**config.mk**
```make
export PLATFORM = sky130hd
export DESIGN_NAME = hapms_sequencer
export DESIGN_NICKNAME = d
export VERILOG_FILES = /design/src/core/hapms_pkg.sv /design/src/core/hapms_sequencer.sv /design/src/core/hapms_hold_timer.sv /design/src/core/hapms_tick_gen.sv
export SDC_FILE = /design/constraint.sdc
export NUM_CORES = 1
export LEC_CHECK = 0
export ABC_AREA = 0
export BUFFER_PORTS_ARGS = -buffer_cell sky130_fd_sc_hd__buf_2
export CORE_MARGIN = 5
export CORE_UTILIZATION = 61
export DETAILED_ROUTE_END_ITERATION = 16
export GPL_ROUTABILITY_DRIVEN = 0
export PLACE_DENSITY_LB_ADDON = 0.25
export RECOVER_POWER = 100
export SKIP_LAST_GASP = 1
export SYNTH_ARGS = -nofsm -noshare
export SYNTH_HDL_FRONTEND = slang
export SYNTH_SLANG_ARGS = --single-unit
```
**constraint.sdc**
```tcl
create_clock -name pclk -period 5.55 [get_ports pclk]
set_input_delay 0 -clock pclk [delete_from_list [all_inputs] [get_ports pclk]]
set_output_delay 0 -clock pclk [all_outputs]
set_load 0.1 [all_outputs]
```
**src/core/hapms_pkg.sv**
```systemverilog
// Purpose: Constants for the hearing aid power mode sequencer.
// Assumes: pclk at 100 MHz; battery comparators arrive as levels; OTP bits are stood in for by APB register bits.
// Notes: Register map is reached over APB; one word per register.
package hapms_pkg;
    localparam int unsigned HAPMS_CLK_HZ = 100_000_000;
    localparam int unsigned HAPMS_WAKE_MS = 20;
    localparam int unsigned HAPMS_WAKE_CYC = HAPMS_CLK_HZ / 1000 * HAPMS_WAKE_MS;
    localparam int unsigned HAPMS_SLEEP_US = 100;
    localparam int unsigned HAPMS_SLEEP_CYC = HAPMS_CLK_HZ / 1_000_000 * HAPMS_SLEEP_US + 1;
    localparam int unsigned HAPMS_HALF_SEC_MS = 500;
    localparam int unsigned HAPMS_HALF_SEC_CYC = HAPMS_CLK_HZ / 1000 * HAPMS_HALF_SEC_MS;
    localparam logic [7:0] HAPMS_DELAY_RST = 8'h01;

    localparam logic [11:0] HAPMS_ADDR_CTRL = 12'h000;
    localparam logic [11:0] HAPMS_ADDR_STATUS = 12'h004;
    localparam logic [11:0] HAPMS_ADDR_IRQ_STAT = 12'h008;
    localparam logic [11:0] HAPMS_ADDR_IRQ_CLR = 12'h00c;
    localparam logic [11:0] HAPMS_ADDR_IRQ_EN = 12'h010;

    localparam int unsigned HAPMS_CTRL_AUTO_ON = 0;
    localparam int unsigned HAPMS_CTRL_LITHIUM = 1;
    localparam int unsigned HAPMS_CTRL_DELAY_LSB = 8;

    localparam int unsigned HAPMS_EV_WAKE = 0;
    localparam int unsigned HAPMS_EV_EOL = 1;
    localparam int unsigned HAPMS_EV_SLEEP = 2;
    localparam int unsigned HAPMS_EV_CRADLE = 3;
    localparam int unsigned HAPMS_EV_OFF = 4;
    localparam int unsigned HAPMS_NEV = 5;

    typedef enum logic [3:0] {
        HAPMS_DEEP_SLEEP = 4'b0001,
        HAPMS_HEARING = 4'b0010,
        HAPMS_WARNING = 4'b0100,
        HAPMS_CRADLE = 4'b1000
    } hapms_state_t;
endpackage : hapms_pkg

```
**src/core/hapms_sequencer.sv**
```systemverilog
// Purpose: Power mode sequencer: deep sleep, hearing aid, warning, cradle.
// Assumes: Battery window comparators already apply hysteresis.
// Notes: Configuration stands in for OTP bits and is written over APB.
//
// Local design decisions: the register addresses and register access over APB.
`timescale 1ns/1ns
module hapms_sequencer
    import hapms_pkg::*;
#(
    parameter int unsigned WAKE_CYC = HAPMS_WAKE_CYC,
    parameter int unsigned SLEEP_CYC = HAPMS_SLEEP_CYC,
    parameter int unsigned HALF_SEC_CYC = HAPMS_HALF_SEC_CYC
) (
    input wire logic pclk,
    input wire logic presetn,
    input wire logic psel,
    input wire logic penable,
    input wire logic pwrite,
    input wire logic [11:0] paddr,
    input wire logic [31:0] pwdata,
    output logic [31:0] prdata,
    output logic pready,
    output logic pslverr,
    input wire logic button_sense_in,
    input wire logic sleep_request_in,
    input wire logic cradle_present,
    input wire logic battery_end_of_life,
    input wire logic vbat_above_1v1,
    input wire logic vbat_below_2v2,
    input wire logic vbat_above_3v0,
    output logic load_supply_out,
    output logic button_echo_out,
    output logic shutdown_warning_out,
    output logic irq
);
    ////////////////////////////////////////////////////////////////////////
    hapms_state_t state;
    hapms_state_t next_state;
    logic auto_on;
    logic lithium;
    logic [7:0] delay_cfg;
    logic [7:0] delay_cnt;
    logic [HAPMS_NEV-1:0] irq_stat;
    logic [HAPMS_NEV-1:0] irq_en;
    logic [HAPMS_NEV-1:0] events;
    logic button_held;
    logic sleep_held;
    logic half_tick;
    logic battery_ok;
    logic warn_load;
    logic wr_en;
    logic rd_en;

    function automatic logic addr_hit(input logic [11:0] a, input logic [11:0] off);
        addr_hit = (a == off);
    endfunction : addr_hit

    ////////////////////////////////////////////////////////////////////////
    hapms_hold_timer #(.COUNT(WAKE_CYC)) u_button_hold (
        .pclk(pclk),
        .presetn(presetn),
        .level(button_sense_in),
        .done(button_held)
    );

    // Deglitch: a short host pulse is dropped
    hapms_hold_timer #(.COUNT(SLEEP_CYC)) u_sleep_hold (
        .pclk(pclk),
        .presetn(presetn),
        .level(sleep_request_in),
        .done(sleep_held)
    );

    hapms_tick_gen #(.PERIOD(HALF_SEC_CYC)) u_half_sec (
        .pclk(pclk),
        .presetn(presetn),
        .restart(warn_load),
        .tick(half_tick)
    );

    ////////////////////////////////////////////////////////////////////////
    always_comb begin
        if (lithium) begin
            battery_ok = vbat_above_3v0;
        end else begin
            battery_ok = vbat_above_1v1 && vbat_below_2v2;
        end
    end

    assign warn_load = (state != HAPMS_WARNING) && (next_state == HAPMS_WARNING);

    // Cradle wins over every other cause
    always_comb begin
        next_state = state;
        unique case (state)
            HAPMS_DEEP_SLEEP: begin
                if (cradle_present) begin
                    next_state = HAPMS_CRADLE;
                end else if (button_held && battery_ok) begin
                    next_state = HAPMS_HEARING;
                end
            end
            HAPMS_HEARING: begin
                if (cradle_present) begin
                    next_state = HAPMS_WARNING;
                end else if (battery_end_of_life) begin
                    next_state = HAPMS_DEEP_SLEEP;
                end else if (sleep_held) begin
                    next_state = HAPMS_DEEP_SLEEP;
                end
            end
            HAPMS_WARNING: begin
                if (!cradle_present) begin
                    next_state = HAPMS_HEARING;
                end else if (delay_cnt == 8'h00) begin
                    next_state = HAPMS_CRADLE;
                end
            end
            HAPMS_CRADLE: begin
                if (!cradle_present) begin
                    if (auto_on && battery_ok) begin
                        next_state = HAPMS_HEARING;
                    end else begin
                        next_state = HAPMS_DEEP_SLEEP;
                    end
                end
            end
        endcase
    end

    always_ff @(posedge pclk or negedge presetn) begin
        if (!presetn) begin
            state <= HAPMS_DEEP_SLEEP;
        end else begin
            state <= next_state;
        end
    end

    // Counter reaching zero means supply is cut next cycle
    always_ff @(posedge pclk or negedge presetn) begin
        if (!presetn) begin
            delay_cnt <= HAPMS_DELAY_RST;
        end else if (warn_load) begin
            delay_cnt <= delay_cfg;
        end else if (state == HAPMS_WARNING && half_tick && delay_cnt != 8'h00) begin
            delay_cnt <= delay_cnt - 8'h01;
        end
    end

    ////////////////////////////////////////////////////////////////////////
    always_ff @(posedge pclk or negedge presetn) begin
        if (!presetn) begin
            load_supply_out <= 1'b0;
            button_echo_out <= 1'b0;
            shutdown_warning_out <= 1'b0;
        end else begin
            // Latched on; stays on after the wake pulse ends
            load_supply_out <= (next_state == HAPMS_HEARING) ||
                               (next_state == HAPMS_WARNING);
            button_echo_out <= (next_state == HAPMS_HEARING) && button_sense_in;
            shutdown_warning_out <= cradle_present;
        end
    end

    ////////////////////////////////////////////////////////////////////////
    always_comb begin
        events = '0;
        events[HAPMS_EV_WAKE] = (state != HAPMS_HEARING) && (next_state == HAPMS_HEARING);
        events[HAPMS_EV_EOL] = (state == HAPMS_HEARING) && (next_state == HAPMS_DEEP_SLEEP)
                               && battery_end_of_life;
        events[HAPMS_EV_SLEEP] = (state == HAPMS_HEARING) && (next_state == HAPMS_DEEP_SLEEP)
                                 && !battery_end_of_life;
        events[HAPMS_EV_CRADLE] = warn_load;
        events[HAPMS_EV_OFF] = (state == HAPMS_WARNING) && (next_state == HAPMS_CRADLE);
    end

    assign wr_en = psel && penable && pwrite;
    assign rd_en = psel && !penable && !pwrite;

    always_ff @(posedge pclk or negedge presetn) begin
        if (!presetn) begin
            auto_on <= 1'b0;
            lithium <= 1'b0;
            delay_cfg <= HAPMS_DELAY_RST;
            irq_en <= '0;
        end else if (wr_en && addr_hit(paddr, HAPMS_ADDR_CTRL)) begin
            auto_on <= pwdata[HAPMS_CTRL_AUTO_ON];
            lithium <= pwdata[HAPMS_CTRL_LITHIUM];
            // Zero is not a legal delay; a zero write keeps the previous delay
            if (pwdata[HAPMS_CTRL_DELAY_LSB +: 8] != 8'h00) begin
                delay_cfg <= pwdata[HAPMS_CTRL_DELAY_LSB +: 8];
            end
        end else if (wr_en && addr_hit(paddr, HAPMS_ADDR_IRQ_EN)) begin
            irq_en <= pwdata[HAPMS_NEV-1:0];
        end
    end

    // Set wins over a clear in the same cycle
    always_ff @(posedge pclk or negedge presetn) begin
        if (!presetn) begin
            irq_stat <= '0;
        end else if (wr_en && addr_hit(paddr, HAPMS_ADDR_IRQ_CLR)) begin
            irq_stat <= (irq_stat & ~pwdata[HAPMS_NEV-1:0]) | events;
        end else begin
            irq_stat <= irq_stat | events;
        end
    end

    always_ff @(posedge pclk or negedge presetn) begin
        if (!presetn) begin
            irq <= 1'b0;
        end else begin
            irq <= |((irq_stat | events) & irq_en);
        end
    end

    // Read data captured in setup; access always completes in one cycle
    always_ff @(posedge pclk or negedge presetn) begin
        if (!presetn) begin
            prdata <= '0;
            pslverr <= 1'b0;
            pready <= 1'b0;
        end else begin
            pready <= psel && !penable;
            pslverr <= psel && !penable &&
                       !(addr_hit(paddr, HAPMS_ADDR_CTRL) || addr_hit(paddr, HAPMS_ADDR_STATUS) ||
                         addr_hit(paddr, HAPMS_ADDR_IRQ_STAT) ||
                         addr_hit(paddr, HAPMS_ADDR_IRQ_CLR) ||
                         addr_hit(paddr, HAPMS_ADDR_IRQ_EN));
            if (rd_en) begin
                prdata <= '0;
                if (addr_hit(paddr, HAPMS_ADDR_CTRL)) begin
                    prdata[HAPMS_CTRL_AUTO_ON] <= auto_on;
                    prdata[HAPMS_CTRL_LITHIUM] <= lithium;
                    prdata[HAPMS_CTRL_DELAY_LSB +: 8] <= delay_cfg;
                end else if (addr_hit(paddr, HAPMS_ADDR_STATUS)) begin
                    prdata[3:0] <= state;
                    prdata[15:8] <= delay_cnt;
                    prdata[16] <= load_supply_out;
                end else if (addr_hit(paddr, HAPMS_ADDR_IRQ_STAT)) begin
                    prdata[HAPMS_NEV-1:0] <= irq_stat;
                end else if (addr_hit(paddr, HAPMS_ADDR_IRQ_EN)) begin
                    prdata[HAPMS_NEV-1:0] <= irq_en;
                end
            end
        end
    end
endmodule : hapms_sequencer

```
**src/core/hapms_hold_timer.sv**
```systemverilog
// Purpose: Counts how long a level has stayed high without a break.
// Assumes: Input synchronous to pclk.
// Notes: done stays high while the level holds past the count.
`timescale 1ns/1ns
module hapms_hold_timer
    import hapms_pkg::*;
#(
    parameter int unsigned COUNT = 16
) (
    input wire logic pclk,
    input wire logic presetn,
    input wire logic level,
    output logic done
);
    localparam int unsigned W = $clog2(COUNT + 1);
    logic [W-1:0] cnt;

    // Any low cycle restarts the count
    always_ff @(posedge pclk or negedge presetn) begin
        if (!presetn) begin
            cnt <= '0;
        end else if (!level) begin
            cnt <= '0;
        end else if (cnt != W'(COUNT)) begin
            cnt <= cnt + W'(1);
        end
    end

    always_ff @(posedge pclk or negedge presetn) begin
        if (!presetn) begin
            done <= 1'b0;
        end else begin
            done <= level && (cnt >= W'(COUNT - 1));
        end
    end
endmodule : hapms_hold_timer

```
**src/core/hapms_tick_gen.sv**
```systemverilog
// Purpose: Half-second tick generator for the warning delay.
// Assumes: Restarted whenever a new delay is loaded.
// Notes: tick is a one-cycle pulse.
`timescale 1ns/1ns
module hapms_tick_gen
    import hapms_pkg::*;
#(
    parameter int unsigned PERIOD = 8
) (
    input wire logic pclk,
    input wire logic presetn,
    input wire logic restart,
    output logic tick
);
    localparam int unsigned W = $clog2(PERIOD + 1);
    logic [W-1:0] cnt;

    always_ff @(posedge pclk or negedge presetn) begin
        if (!presetn) begin
            cnt <= '0;
            tick <= 1'b0;
        end else if (restart || cnt == W'(PERIOD - 1)) begin
            cnt <= '0;
            tick <= !restart;
        end else begin
            cnt <= cnt + W'(1);
            tick <= 1'b0;
        end
    end
endmodule : hapms_tick_gen

```
# Yosys cells after proc, flatten, opt, wreduce, memory -nomap -nowiden
# Cells that the tools add are included.
# word_totals
register_bits,116
in_bits,56
output_inout_bits,38
wordCells,121
# op_classes
addsub,4
magnitude_cmp,2
eq_ne,19
n_mux,29
n_bitwise,6
reduce_logical,41
# ops
op,count
2-to-1 mux 21 bit,2
2-to-1 mux 4 bit,9
2-to-1 mux 14 bit,2
"adder 26 x 1 -> 26 bit, second input constant",1
"== test 26 bit, second input constant",1
2-to-1 mux 26 bit,1
"== test 12 x 4 -> 1 bit, second input constant",2
2-to-1 mux 8 bit,3
logical AND 1 bit,22
"adder 21 x 1 -> 21 bit, second input constant",1
"greater-or-equal comparator 21 bit, second input constant",1
"inequality test 21 bit, second input constant",1
case mux 4 bit (4 select lines),1
nonzero test 8 bit,2
2-to-1 mux 5 bit,3
"adder 14 x 1 -> 14 bit, second input constant",1
"greater-or-equal comparator 14 bit, second input constant",1
"inequality test 14 bit, second input constant",1
"== test 12 x 3 -> 1 bit, second input constant",1
"== test 12 x 5 -> 1 bit, second input constant",1
zero test 12 bit,1
bitwise AND 5 bit,2
OR 5 bit,2
2-to-1 mux 9 bit,1
19 further kinds,38

# Longest topological paths before layout
# Gate-level depths: netlist of the first run.
# logic_depth
depth_word,12
ltp_mapped,8
depth_no_buf,7

# By module
# A second synthesis of the first run with hierarchy kept.
# unflattened
hier_cells,645
area_unflattened_um2,6298.5
# modules_own_cells
mod,n_inst,cells_per_inst,area_per_inst_um2,seq_area_each_um2
hapms_sequencer,1,275,2771.4,1305.0
hapms_tick_gen,1,158,1495.2,675.6
hapms_hold_timer at u_button_hold,1,129,1212.4,550.5
hapms_hold_timer at u_sleep_hold,1,83,819.5,375.4

# Worst setup path before layout of the first run
# Ideal clock, no wire load.
# synth_path
path_kind,register to register
start,reg delay_cnt[0]
end,reg irq_stat[0]
setup_time_ns,0.150
arrival_ns,1.997
required_ns,5.400
slack_ns,3.402
path_stages_with_launch,9
n_path_buf,1
synth_period_minus_slack_ns,2.148
path_cell_list,dfstp_2 inv_1 ha_1 or4b_2 clkbuf_1 o31ai_1 a211oi_1 o2111ai_1 o31ai_1
# synth_via
elab_chain_cells,8
word_cells_on_any_way,9
cone_classes,eq/ne (1); mux (4); bitwise (2); reduce/logical (2)
# synth_lines
item,line_no,rtl
start: declaration,hapms_sequencer.sv:42,logic [7:0] delay_cnt;
start signal: assignment,hapms_sequencer.sv:144,delay_cnt <= delay_cfg;
start signal: assignment,hapms_sequencer.sv:146,delay_cnt <= delay_cnt - 8'h01;
zero test 8 bit (*),hapms_sequencer.sv:115,end else if (delay_cnt == 8'h00) begin
2-to-1 mux 4 bit (*),hapms_sequencer.sv:115,
2-to-1 mux 4 bit (*),hapms_sequencer.sv:113,if (!cradle_present) begin
case mux 4 bit (4 select lines) (*),hapms_sequencer.sv:95,unique case (state)
== test 4 x 2 -> 1 bit (*),hapms_sequencer.sv:168,events[HAPMS_EV_WAKE] = (state != HAPMS_HEARING) && (next_state == HAPMS_HEARING);
logical AND 1 bit (*),hapms_sequencer.sv:168,
"OR 5 bit, on equally long branches","hapms_sequencer.sv:205, hapms_sequencer.sv:203",
2-to-1 mux 5 bit (*),hapms_sequencer.sv:202,"end else if (wr_en && addr_hit(paddr, HAPMS_ADDR_IRQ_CLR)) begin"
end signal: assignment,hapms_sequencer.sv:203,irq_stat <= (irq_stat & ~pwdata[HAPMS_NEV-1:0]) | events;
end signal: assignment,hapms_sequencer.sv:205,irq_stat <= irq_stat | events;
end: declaration,hapms_sequencer.sv:43,logic [HAPMS_NEV-1:0] irq_stat;
# Every way passes the cells marked *; elsewhere a longest branch is shown, timed or not.
# A chain may end at the register's enable or synchronous reset.

# Final worst setup path of the first run
# layout_path
start,in paddr[4]
end,reg auto_on
# layout_via
elab_chain_cells,2
# layout_lines
item,line_no,rtl
start: declaration,hapms_sequencer.sv:19,"input wire logic [11:0] paddr,"
zero test 12 bit,hapms_sequencer.sv:55,addr_hit = (a == off);
logical AND 1 bit,hapms_sequencer.sv:186,"end else if (wr_en && addr_hit(paddr, HAPMS_ADDR_CTRL)) begin"
end signal: assignment,hapms_sequencer.sv:187,auto_on <= pwdata[HAPMS_CTRL_AUTO_ON];
end: declaration,hapms_sequencer.sv:39,logic auto_on;
# Every way passes these cells.

==> out/results.tsv, run 1 <==
stage	metric	value	unit
placement	placed_area	0.00631	mm^2
synthesis	synth_cell_type_count	60	
worst_setup_path	cp-end-kind	flop	
global_routing	grt_max_degree	70	
worst_setup_path	worst_reg_to_reg_setup_slack	2.95	ns
routing	route.detailed.wl_per_inst	15.7	um
clock_network	ctsLongestPathBuffers	2	
cells_and_area	antenna_cells_inserted	0	
routing	vias	4737	
worst_setup_path	crit_reg_reg_startpoint	state[1]	
cells_and_area	final_cells	831	
worst_setup_path	critPathMaxStageDelay	1.19	ns
clock_network	clock_latency	0.52	ns
worst_setup_path	r2r_endpoint	irq	
routing	detailedRoute.firstPassIterationCount	5	
power	cellPowerDensity	358	mW/mm^2
cells_and_area	stdcell_area	0.00709	mm^2
routing	drt-initial-drc-count	254	
placement	dp.cells	775	
placement	detailed_place_hpwl	8510	um
clock_network	cts_setup_buffers	0	
floorplanning	die_width	109	um
synthesis	syn-mean-instance-area	9.91	um^2
global_routing	overflow	0	
synthesis	mapped_cell_area	0.00601	mm^2
clock_network	post_cts_resize_count	0	
synthesis	share_of_the_yosys_chip_area_belonging_to_registers	48.4	%
floorplanning	rows	36	
job	timing.max_cap.violations	1	
cells_and_area	final_nets	748	
power	worst_vdd_drop	0.171	mV
clock_network	tritoncts	yes	
global_routing	grt_pass1_wl	22100	um
worst_setup_path	data_arrival_at_the_endpoint_of_the_critical_path	3.52	ns
timing	timing_max_transition_violations_final	49	
clock_network	cts_inserted_buffers	17	
timing	total_of_endpoints_with_negative_setup_slack_in_the_final_report	0	
worst_setup_path	timing.critical_path.from_type	input pin	
timing	rsz0062_at_grt	false	
timing	worst_slew_pin_slew	2.63	ns
timing	layout_min_cycle_time	3.12	ns
timing	finalCritPeriodShare	56.3	%
worst_setup_path	crit_top_cell	dlygate4sd3_1	
worst_setup_path	critical_path_class	input pin to flop	
run_status	status	complete, but fails checks	
floorplanning	fp.dieH	109	um
clock_network	cts_root_buf	clkbuf_8	
cells_and_area	num-fill-cells	686	
global_routing	grt.total_usage	23.4	%
routing	postRouteAntennaNets	0	
timing	maxSlewHeadroom	-75.3	%
floorplanning	design.core.area	0.00968	mm^2
floorplanning	floorplan.die_area	0.0119	mm^2
clock_network	cts.sinks	116	
global_routing	antenna_violations_before_repair	0	
timing	fmaxAchievable	320	MHz
clock_network	path_clk_slew	0.05	ns
run_status	violations	max-capacitance violations, max-slew violations	
cells_and_area	drive_above_1_share	13.0	%
worst_setup_path	crit_start	paddr[4]	
synthesis	synth-seq-cells	116	
synthesis	synth-edff-count	0	
synthesis	postSynth.topFlopCell	dfrtp_1	
synthesis	synth-async-reset-ratio	100	%
cells_and_area	syn_to_final_growth	18.1	%
placement	port-buffer-count	56	
routing	vias_per_inst	5.70	
worst_setup_path	cp_cell_sequence	dlygate4sd3_1, clkbuf_1, or4_1, nor4_1, mux2_2, dlygate4sd3_1	
power	p_leak	3.08	nW
worst_setup_path	top_delay_family_on_crit_path	simple AND/OR/NAND/NOR gates	
timing	fin_skew	0.00613	ns
floorplanning	initial_core_utilization	62.0	%
worst_setup_path	crit_buf_inv	3	
floorplanning	num_io_pins	94	
global_routing	first_global_vias	4768	
routing	remaining_drc_errors	0	
synthesis	ys.warnings.count	0	
worst_setup_path	endpoint	auto_on	
clock_network	h_tree_levels	4	
timing	tns	0	ns
timing	hold_viol	0	
hold_path	hold_crit_class	input pin to flop	
worst_setup_path	maximum_fanout_along_the_worst_path	10	
worst_setup_path	timing.critical_path.slowest_stage_cell	nor4_1	
worst_setup_path	cp.required	5.94	ns
worst_setup_path	rr_worst_depth	5	
routing	postRouteWirelength	13000	um
worst_setup_path	critical_path_cell_count	6	
cells_and_area	final_util	73.3	%
synthesis	postSynthCellCount	606	
[layout make-up]
| cell class | count | area, um^2 | share of cell area [%] |
|---|---|---|---|
| Sequential cell | 116 | 2910 | 41.0 |
| Multi-Input combinational cell | 455 | 2870 | 40.4 |
| Timing Repair Buffer | 81 | 498 | 7.02 |
| Clock buffer | 23 | 477 | 6.72 |
| Tap cell | 133 | 166 | 2.35 |
| Clock inverter | 9 | 125 | 1.76 |
| Inverter | 14 | 52.6 | 0.741 |
[registers in the layout, summed over array words and instances, names as in the netlist]
register and count:
prdata 14, pslverr 1, u_half_sec.cnt 26, u_button_hold.done 1, load_supply_out 1, u_button_hold.cnt 21
u_half_sec.tick 1, pready 1, state 4, shutdown_warning_out 1, irq_en 5, button_echo_out 1
delay_cfg 8, irq 1, delay_cnt 8, u_sleep_hold.cnt 14, auto_on 1, u_sleep_hold.done 1
irq_stat 5, lithium 1
[where the power goes]
part	switching (W)	total, W	internal [W]
Sequential	0.000114	0.00105	0.000934
Clock	0.000367	0.00109	0.000728
Combinational	0.000251	0.000401	0.000150
Total	0.000731	0.00254	0.00181
[per-layer routing]
layer	up-vias	global-route usage, %	share of wire (%)
li1	2269	-	-
met1	2278	29.5	42
met2	163	39.1	50
met3	27	5.15	5.5
met4	0	9.44	2.0
met5	-	0	0
[synthesized netlist by cell type (4+ instances only)]
cell type  count  area [um^2]
nand2_1       55          206
and2_1        27          169
ha_1           7         87.6
nor4_1        13         81.3
xnor2_1       40          350
nand4_1       13         81.3
nor3_1        19         95.1
o21ai_0       26          130
nor2b_1        7         43.8
xor2_1        19          166
buf_4         18          135
clkbuf_1      18         67.6
and3_1        12         75.1
nand3_1       29          145
a21oi_1        9         45.0
a21boi_0       5         37.5
o31ai_1        5         37.5
a22oi_1       10         75.1
a21o_1         4         30.0
or3_1          9         56.3
nor4b_1        8         70.1
and4_1         5         43.8
nor2_1        52          195
inv_1         14         52.6
dfrtp_1      113         2830
mux2_2        16          180
[timing repair]
item,4_1_cts,5_1_grt
endpoints found under the setup margin,0,0
endpoints found under the hold margin,110,0
hold buffers,24,0
[placed cells by master (no fill, tap or decap), drive strengths merged, types with 7 or more instances in the layout]
cell type / count
a21oi: 9
a22oi: 10
and2: 27
and3: 12
buf: 33
clkbuf: 47
conb: 18
dfrtp: 113
dlygate4sd3: 24
ha: 7
inv: 14
mux2: 16
nand2: 56
nand3: 29
nand4: 13
nor2: 52
nor2b: 7
nor3: 20
nor4: 14
nor4b: 8
o21ai: 26
or3: 9
xnor2: 40
xor2: 19
[stage by stage]
step / total power (W) / setup WS (ns) / hold WS (ns)
2_1_floorplan: 0.00135 / 3.40 / -0.296
3_5_place_dp: 0.00144 / 2.98 / 0.0550
3_3_place_gp: 0.00142 / 2.98 / 0.0488
4_1_cts: 0.00256 / 2.90 / 0.0134
5_1_grt: 0.00266 / 2.04 / 0.0461
6_report: 0.00254 / 2.43 / 0.0292
[worst min-delay path, stage by stage]
cell,delay (ns)
buf_2,0.14
nand2_1,0.07
nor3_1,0.10
nand2_1,0.09
a21o_1,0.10
[worst min path at each step]
stage          startpoint     endpoint  depth (start not counted)
2_1_floorplan     presetn      auto_on                          0
3_3_place_gp      presetn   prdata[13]                          1
3_5_place_dp      presetn   prdata[15]                          1
4_1_cts          paddr[2]  irq_stat[2]                          5
5_1_grt         paddr[10]    prdata[4]                          5
6_report         paddr[2]  irq_stat[2]                          5
[logic make-up after synthesis]
family	Yosys count	synth area share, %
buffers and inverters	52	4.52
muxes	18	3.33
xor gates and xnor gates	59	8.60
adders and majority gates	7	1.46
and+or+nand+nor	270	24.3
other	1	0.0624
AOI/OAI and AO/OA	83	9.38
DFF	116	48.4
Power figures use the tool's default switching activity.
==> run 2: changes to the inputs <==
--- a/config.mk
+++ b/config.mk
@@ -5,10 +5,10 @@
 export SDC_FILE = /design/constraint.sdc
 export NUM_CORES = 1
 export LEC_CHECK = 0
-export ABC_AREA = 0
+export ABC_AREA = 1
 export BUFFER_PORTS_ARGS = -buffer_cell sky130_fd_sc_hd__buf_2
 export CORE_MARGIN = 5
-export CORE_UTILIZATION = 61
+export CORE_UTILIZATION = 52
 export DETAILED_ROUTE_END_ITERATION = 16
 export GPL_ROUTABILITY_DRIVEN = 0
 export PLACE_DENSITY_LB_ADDON = 0.25
==> constraint.sdc (replaced) <==
create_clock -name pclk -period 2.5 [get_ports pclk]
set_input_delay 0 -clock pclk [delete_from_list [all_inputs] [get_ports pclk]]
set_output_delay 0 -clock pclk [all_outputs]
set_load 0.1 [all_outputs]
==> run 2 against run 1 <==
Against the previous run:
- sequential cell count did not move
- critical path depth rose by 3
- the run now ends clean
- critical endpoint is now delay_cfg[7]
- register-to-register slack got worse by 2.5 ns
- non-clock buffer count rose by 4
- clock-buffer cell count did not move
- synthesized cell count rose by 30%
- final cell count rose by 25%
- routed wire length rose by 5.7%
- worst hold slack improved by 0.023 ns
==> out/results.tsv, run 2 <==
stage	metric	value	unit	change
floorplanning	design.core.area	0.0119	mm^2	was 0.00968 mm^2
timing	fin_ws	0.367	ns	was 2.43 ns
routing	remaining_drc_errors	0		unchanged
worst_setup_path	rr_worst_depth	10		was 5
cells_and_area	largest_register_ffs	26		unchanged
timing	fmaxAchievable	469	MHz	
worst_setup_path	critPathMaxStageDelay	0.63	ns	was 1.19 ns
worst_setup_path	cp_cell_sequence	dlygate4sd3_1, clkbuf_1, inv_1, nand2_1, nor2_1, nand2_1, a31o_4, nand2_1, o21ai_0		was dlygate4sd3_1, clkbuf_1, or4_1, nor4_1, mux2_2, dlygate4sd3_1
floorplanning	die_width	119	um	was 109 um
worst_setup_path	crit_top_cell	nand2_1		was dlygate4sd3_1
worst_setup_path	crit_reg_reg_startpoint	u_sleep_hold.cnt[0]		was state[1]
global_routing	antenna_violations_before_repair	0		unchanged
synthesis	ys.warnings.count	0		unchanged
placement	port-buffer-count	56		unchanged
clock_network	clock_latency	0.41	ns	was 0.52 ns
routing	detailedRoute.firstPassIterationCount	7		was 5
synthesis	synthDominantCellAreaShare	45.5	%	was 47.1%
hold_path	hold_crit_class	input pin to flop		unchanged
cells_and_area	final_nets	943		was 748
worst_setup_path	data_arrival_at_the_endpoint_of_the_critical_path	2.42	ns	was 3.52 ns
timing	layout_min_cycle_time	2.13	ns	
cells_and_area	antenna_cells_inserted	0		unchanged
timing	hold_viol	0		unchanged
timing	maxSlewHeadroom	5.50	%	was -75.3%
synthesis	ys_top_cells_by_count	nand2_1 (185), dfrtp_1 (113), inv_1 (101), nor2_1 (93), o21ai_0 (43)		was dfrtp_1 (113), nand2_1 (55), nor2_1 (52), xnor2_1 (40), nand3_1 (29)
routing	postRouteAntennaNets	0		unchanged
timing	rsz0062_at_grt	false		unchanged
clock_network	post_cts_resize_count	0		unchanged
floorplanning	floorplan.die_area	0.0142	mm^2	was 0.0119 mm^2
routing	vias_per_inst	5.14		was 5.70
synthesis	syn-mean-instance-area	7.88	um^2	was 9.91 um^2
synthesis	synth_cell_type_count	51		was 60
floorplanning	num_io_pins	94		unchanged
synthesis	yosys.cell_count.top_type	nand2_1		was dfrtp_1
global_routing	met2_usage	36.2	%	was 39.1%
clock_network	cts.sinks	116		unchanged
synthesis	postSynthCellCount	788		was 606
global_routing	overflow	0		unchanged
worst_setup_path	cp-end-kind	flop		unchanged
timing	total_of_endpoints_with_negative_setup_slack_in_the_final_report	0		unchanged
timing	worst_slew_pin_slew	1.42	ns	was 2.63 ns
power	cellPowerDensity	783	mW/mm^2	was 358 mW/mm^2
timing	timing_max_transition_violations_final	0		was 49
power	worst_vdd_drop	0.390	mV	was 0.171 mV
global_routing	grt_use_met3	5.41	%	was 5.15%
cells_and_area	final_cells	1040		was 831
run_status	status	finished, final reports clean		was complete, but fails checks
synthesis	mapped_cell_area	0.00621	mm^2	was 0.00601 mm^2
worst_setup_path	timing.critical_path.slowest_stage_cell	nor2_1		was nor4_1
global_routing	grt-busiest-layer	met2		unchanged
cells_and_area	layout.cells.most_common	nand2_1		was dfrtp_1
cells_and_area	syn_to_final_growth	18.0	%	was 18.1%
placement	dp.cells	985		was 775
clock_network	tritoncts	yes		unchanged
hold_path	hold_path_depth	6		was 5
clock_network	ctsLongestPathBuffers	2		unchanged
cells_and_area	drive_above_1_share	10.1	%	was 13.0%
clock_network	h_tree_levels	4		unchanged
timing	finalCritPeriodShare	85.3	%	
hold_path	hold_path.startpoint	vbat_above_3v0		was paddr[2]
synthesis	yosysTopAreaCell	dfrtp_1		unchanged
synthesis	share_of_the_yosys_chip_area_belonging_to_registers	46.8	%	was 48.4%
global_routing	grt_use_met1	23.8	%	was 29.5%
synthesis	synth-seq-cells	116		unchanged
worst_setup_path	timing.critical_path.from_type	input pin		unchanged
floorplanning	initial_core_utilization	52.4	%	was 62.0%
worst_setup_path	critical_path_class	input pin to flop		unchanged
floorplanning	rows	40		was 36
synthesis	synth-async-reset-ratio	100	%	unchanged
routing	postRouteWirelength	13800	um	was 13000 um
global_routing	first_global_vias	5477		was 4768
job	timing.max_cap.violations	0		was 1
clock_network	cts_inserted_buffers	17		unchanged
power	p_leak	3.52	nW	was 3.08 nW
global_routing	grt.total_usage	20.5	%	was 23.4%
routing	route.detailed.wl_per_inst	13.2	um	was 15.7 um
cells_and_area	reg_top3	u_half_sec.cnt: 26 flops, u_button_hold.cnt: 21 flops		unchanged
worst_setup_path	crit_start	paddr[3]		was paddr[4]
placement	detailed_place_hpwl	9760	um	was 8510 um
worst_setup_path	cp.required	2.79	ns	was 5.94 ns
worst_setup_path	maximum_fanout_along_the_worst_path	15		was 10
clock_network	path_clk_slew	0.05	ns	about the same
timing	fin_skew	0.00889	ns	was 0.00613 ns
synthesis	synth-edff-count	0		unchanged
routing	drt-initial-drc-count	328		was 254
routing	vias	5343		was 4737
timing	tns	0	ns	unchanged
synthesis	postSynth.topFlopCell	dfrtp_1		unchanged
placement	post-place-ws	0.528	ns	was 2.98 ns
cells_and_area	most-common-layout-cells	nand2_1 (187), dfrtp_1 (113), inv_1 (101)		was dfrtp_1 (113), nand2_1 (55), nor2_1 (52)
floorplanning	fp.dieH	119	um	was 109 um
clock_network	cts_root_buf	clkbuf_16		was clkbuf_8
cells_and_area	largest_register	u_half_sec.cnt		unchanged
synthesis	yosys-top-cells-area	dfrtp_1 (46%), nand2_1 (11%), inv_1 (6.1%), nor2_1 (5.6%), o21ai_0 (3.5%)		was dfrtp_1 (47%), xnor2_1 (5.8%), nand2_1 (3.4%), nor2_1 (3.2%), mux2_2 (3.0%)
global_routing	grt_max_degree	61		was 70
global_routing	grt_pass1_wl	23900	um	was 22100 um
==> run 2: cell count changes in the layout (fill, tap and decap cells not counted), moves of 10 or more <==
cell	delta
o21ai_0	+23
nor2_1	+47
and2_0	-25
nand2_1	+132
nor4_1	-10
mux2_2	-14
a21oi_1	+26
and3_1	-11
xnor2_1	-37
nand3_1	+12
inv_1	+87
==> run 2: power breakdown <==
part	total, W	internal [W]	switching [W]
registers	0.00223	0.00208	0.000152
logic	0.00112	0.000338	0.000785
clock network	0.00239	0.00156	0.000823
total	0.00574	0.00398	0.00176
==> run 2: per-stage QoR <==
| stage | area, um^2 | power, W | utilization, % | hold WS (ns) |
|---|---|---|---|---|
| floorplan | 6270 | 0.00310 | - | -0.296 |
| global placement | 6600 | 0.00330 | 55.7 | -0.0752 |
| detailed placement | 6600 | 0.00335 | 55.7 | -0.0708 |
| CTS | 7420 | 0.00580 | 62.6 | 0.0270 |
| global route | 7330 | 0.00604 | 61.8 | 0.103 |
| finish | 7330 | 0.00574 | 61.8 | 0.0523 |
==> run 2: cells by family (layout without fill, tap and decap cells) <==
group,count (synthesis),count (layout),share of synthesized area (%)
and+or+nand+nor,401,401,28.9
buffers and inverters,134,222,9.49
DFF,116,116,46.8
AOI/OAI and AO/OA,107,107,10.2
xor gates and xnor gates,21,21,2.96
adders and majority gates,7,7,1.41
other,1,18,0.0604
muxes,1,1,0.181
==> run 2: repair_timing <==
item | 4_1_cts | 5_1_grt
hold endpoints to repair | 160 | 0
setup buffers | 0 | 0
hold buffers | 23 | 0
==> run 2: per-layer routing <==
layer  share of wire [%]  vias to the layer above
met5                   0                        -
met4                 1.8                        0
met3                 4.3                       23
met1                  43                     2506
met2                  51                      116
li1                    -                     2698
==> run 2: path summary, 6_finish.rpt <==
check / end / slack (ns)
worst max-delay path: delay_cfg[7] / 0.37
max in group asynchronous: prdata[16] / 0.92
worst min register to register: prdata[14] / 0.48
worst min-delay path: state[0] / 0.05
min in group asynchronous: prdata[4] / 0.45
worst max register to register: u_sleep_hold.cnt[13] / 0.44
==> run 2: layout make-up <==
class	instances	area [um^2]
well taps	147	184
multi-input cells	555	2710
fillers	1071	4530
flip-flops and latches	116	2910
clock inverters	9	103
repair buffers	85	538
inverters	105	394
clock buffers	23	488
==> run 2: critical path: cells and delay by family <==
| kind | cells | cell delay, ns |
|---|---|---|
| and+or+nand+nor | 4 | 1.21 |
| AOI/OAI and AO/OA | 2 | 0.46 |
| buffers and inverters | 3 | 0.76 |
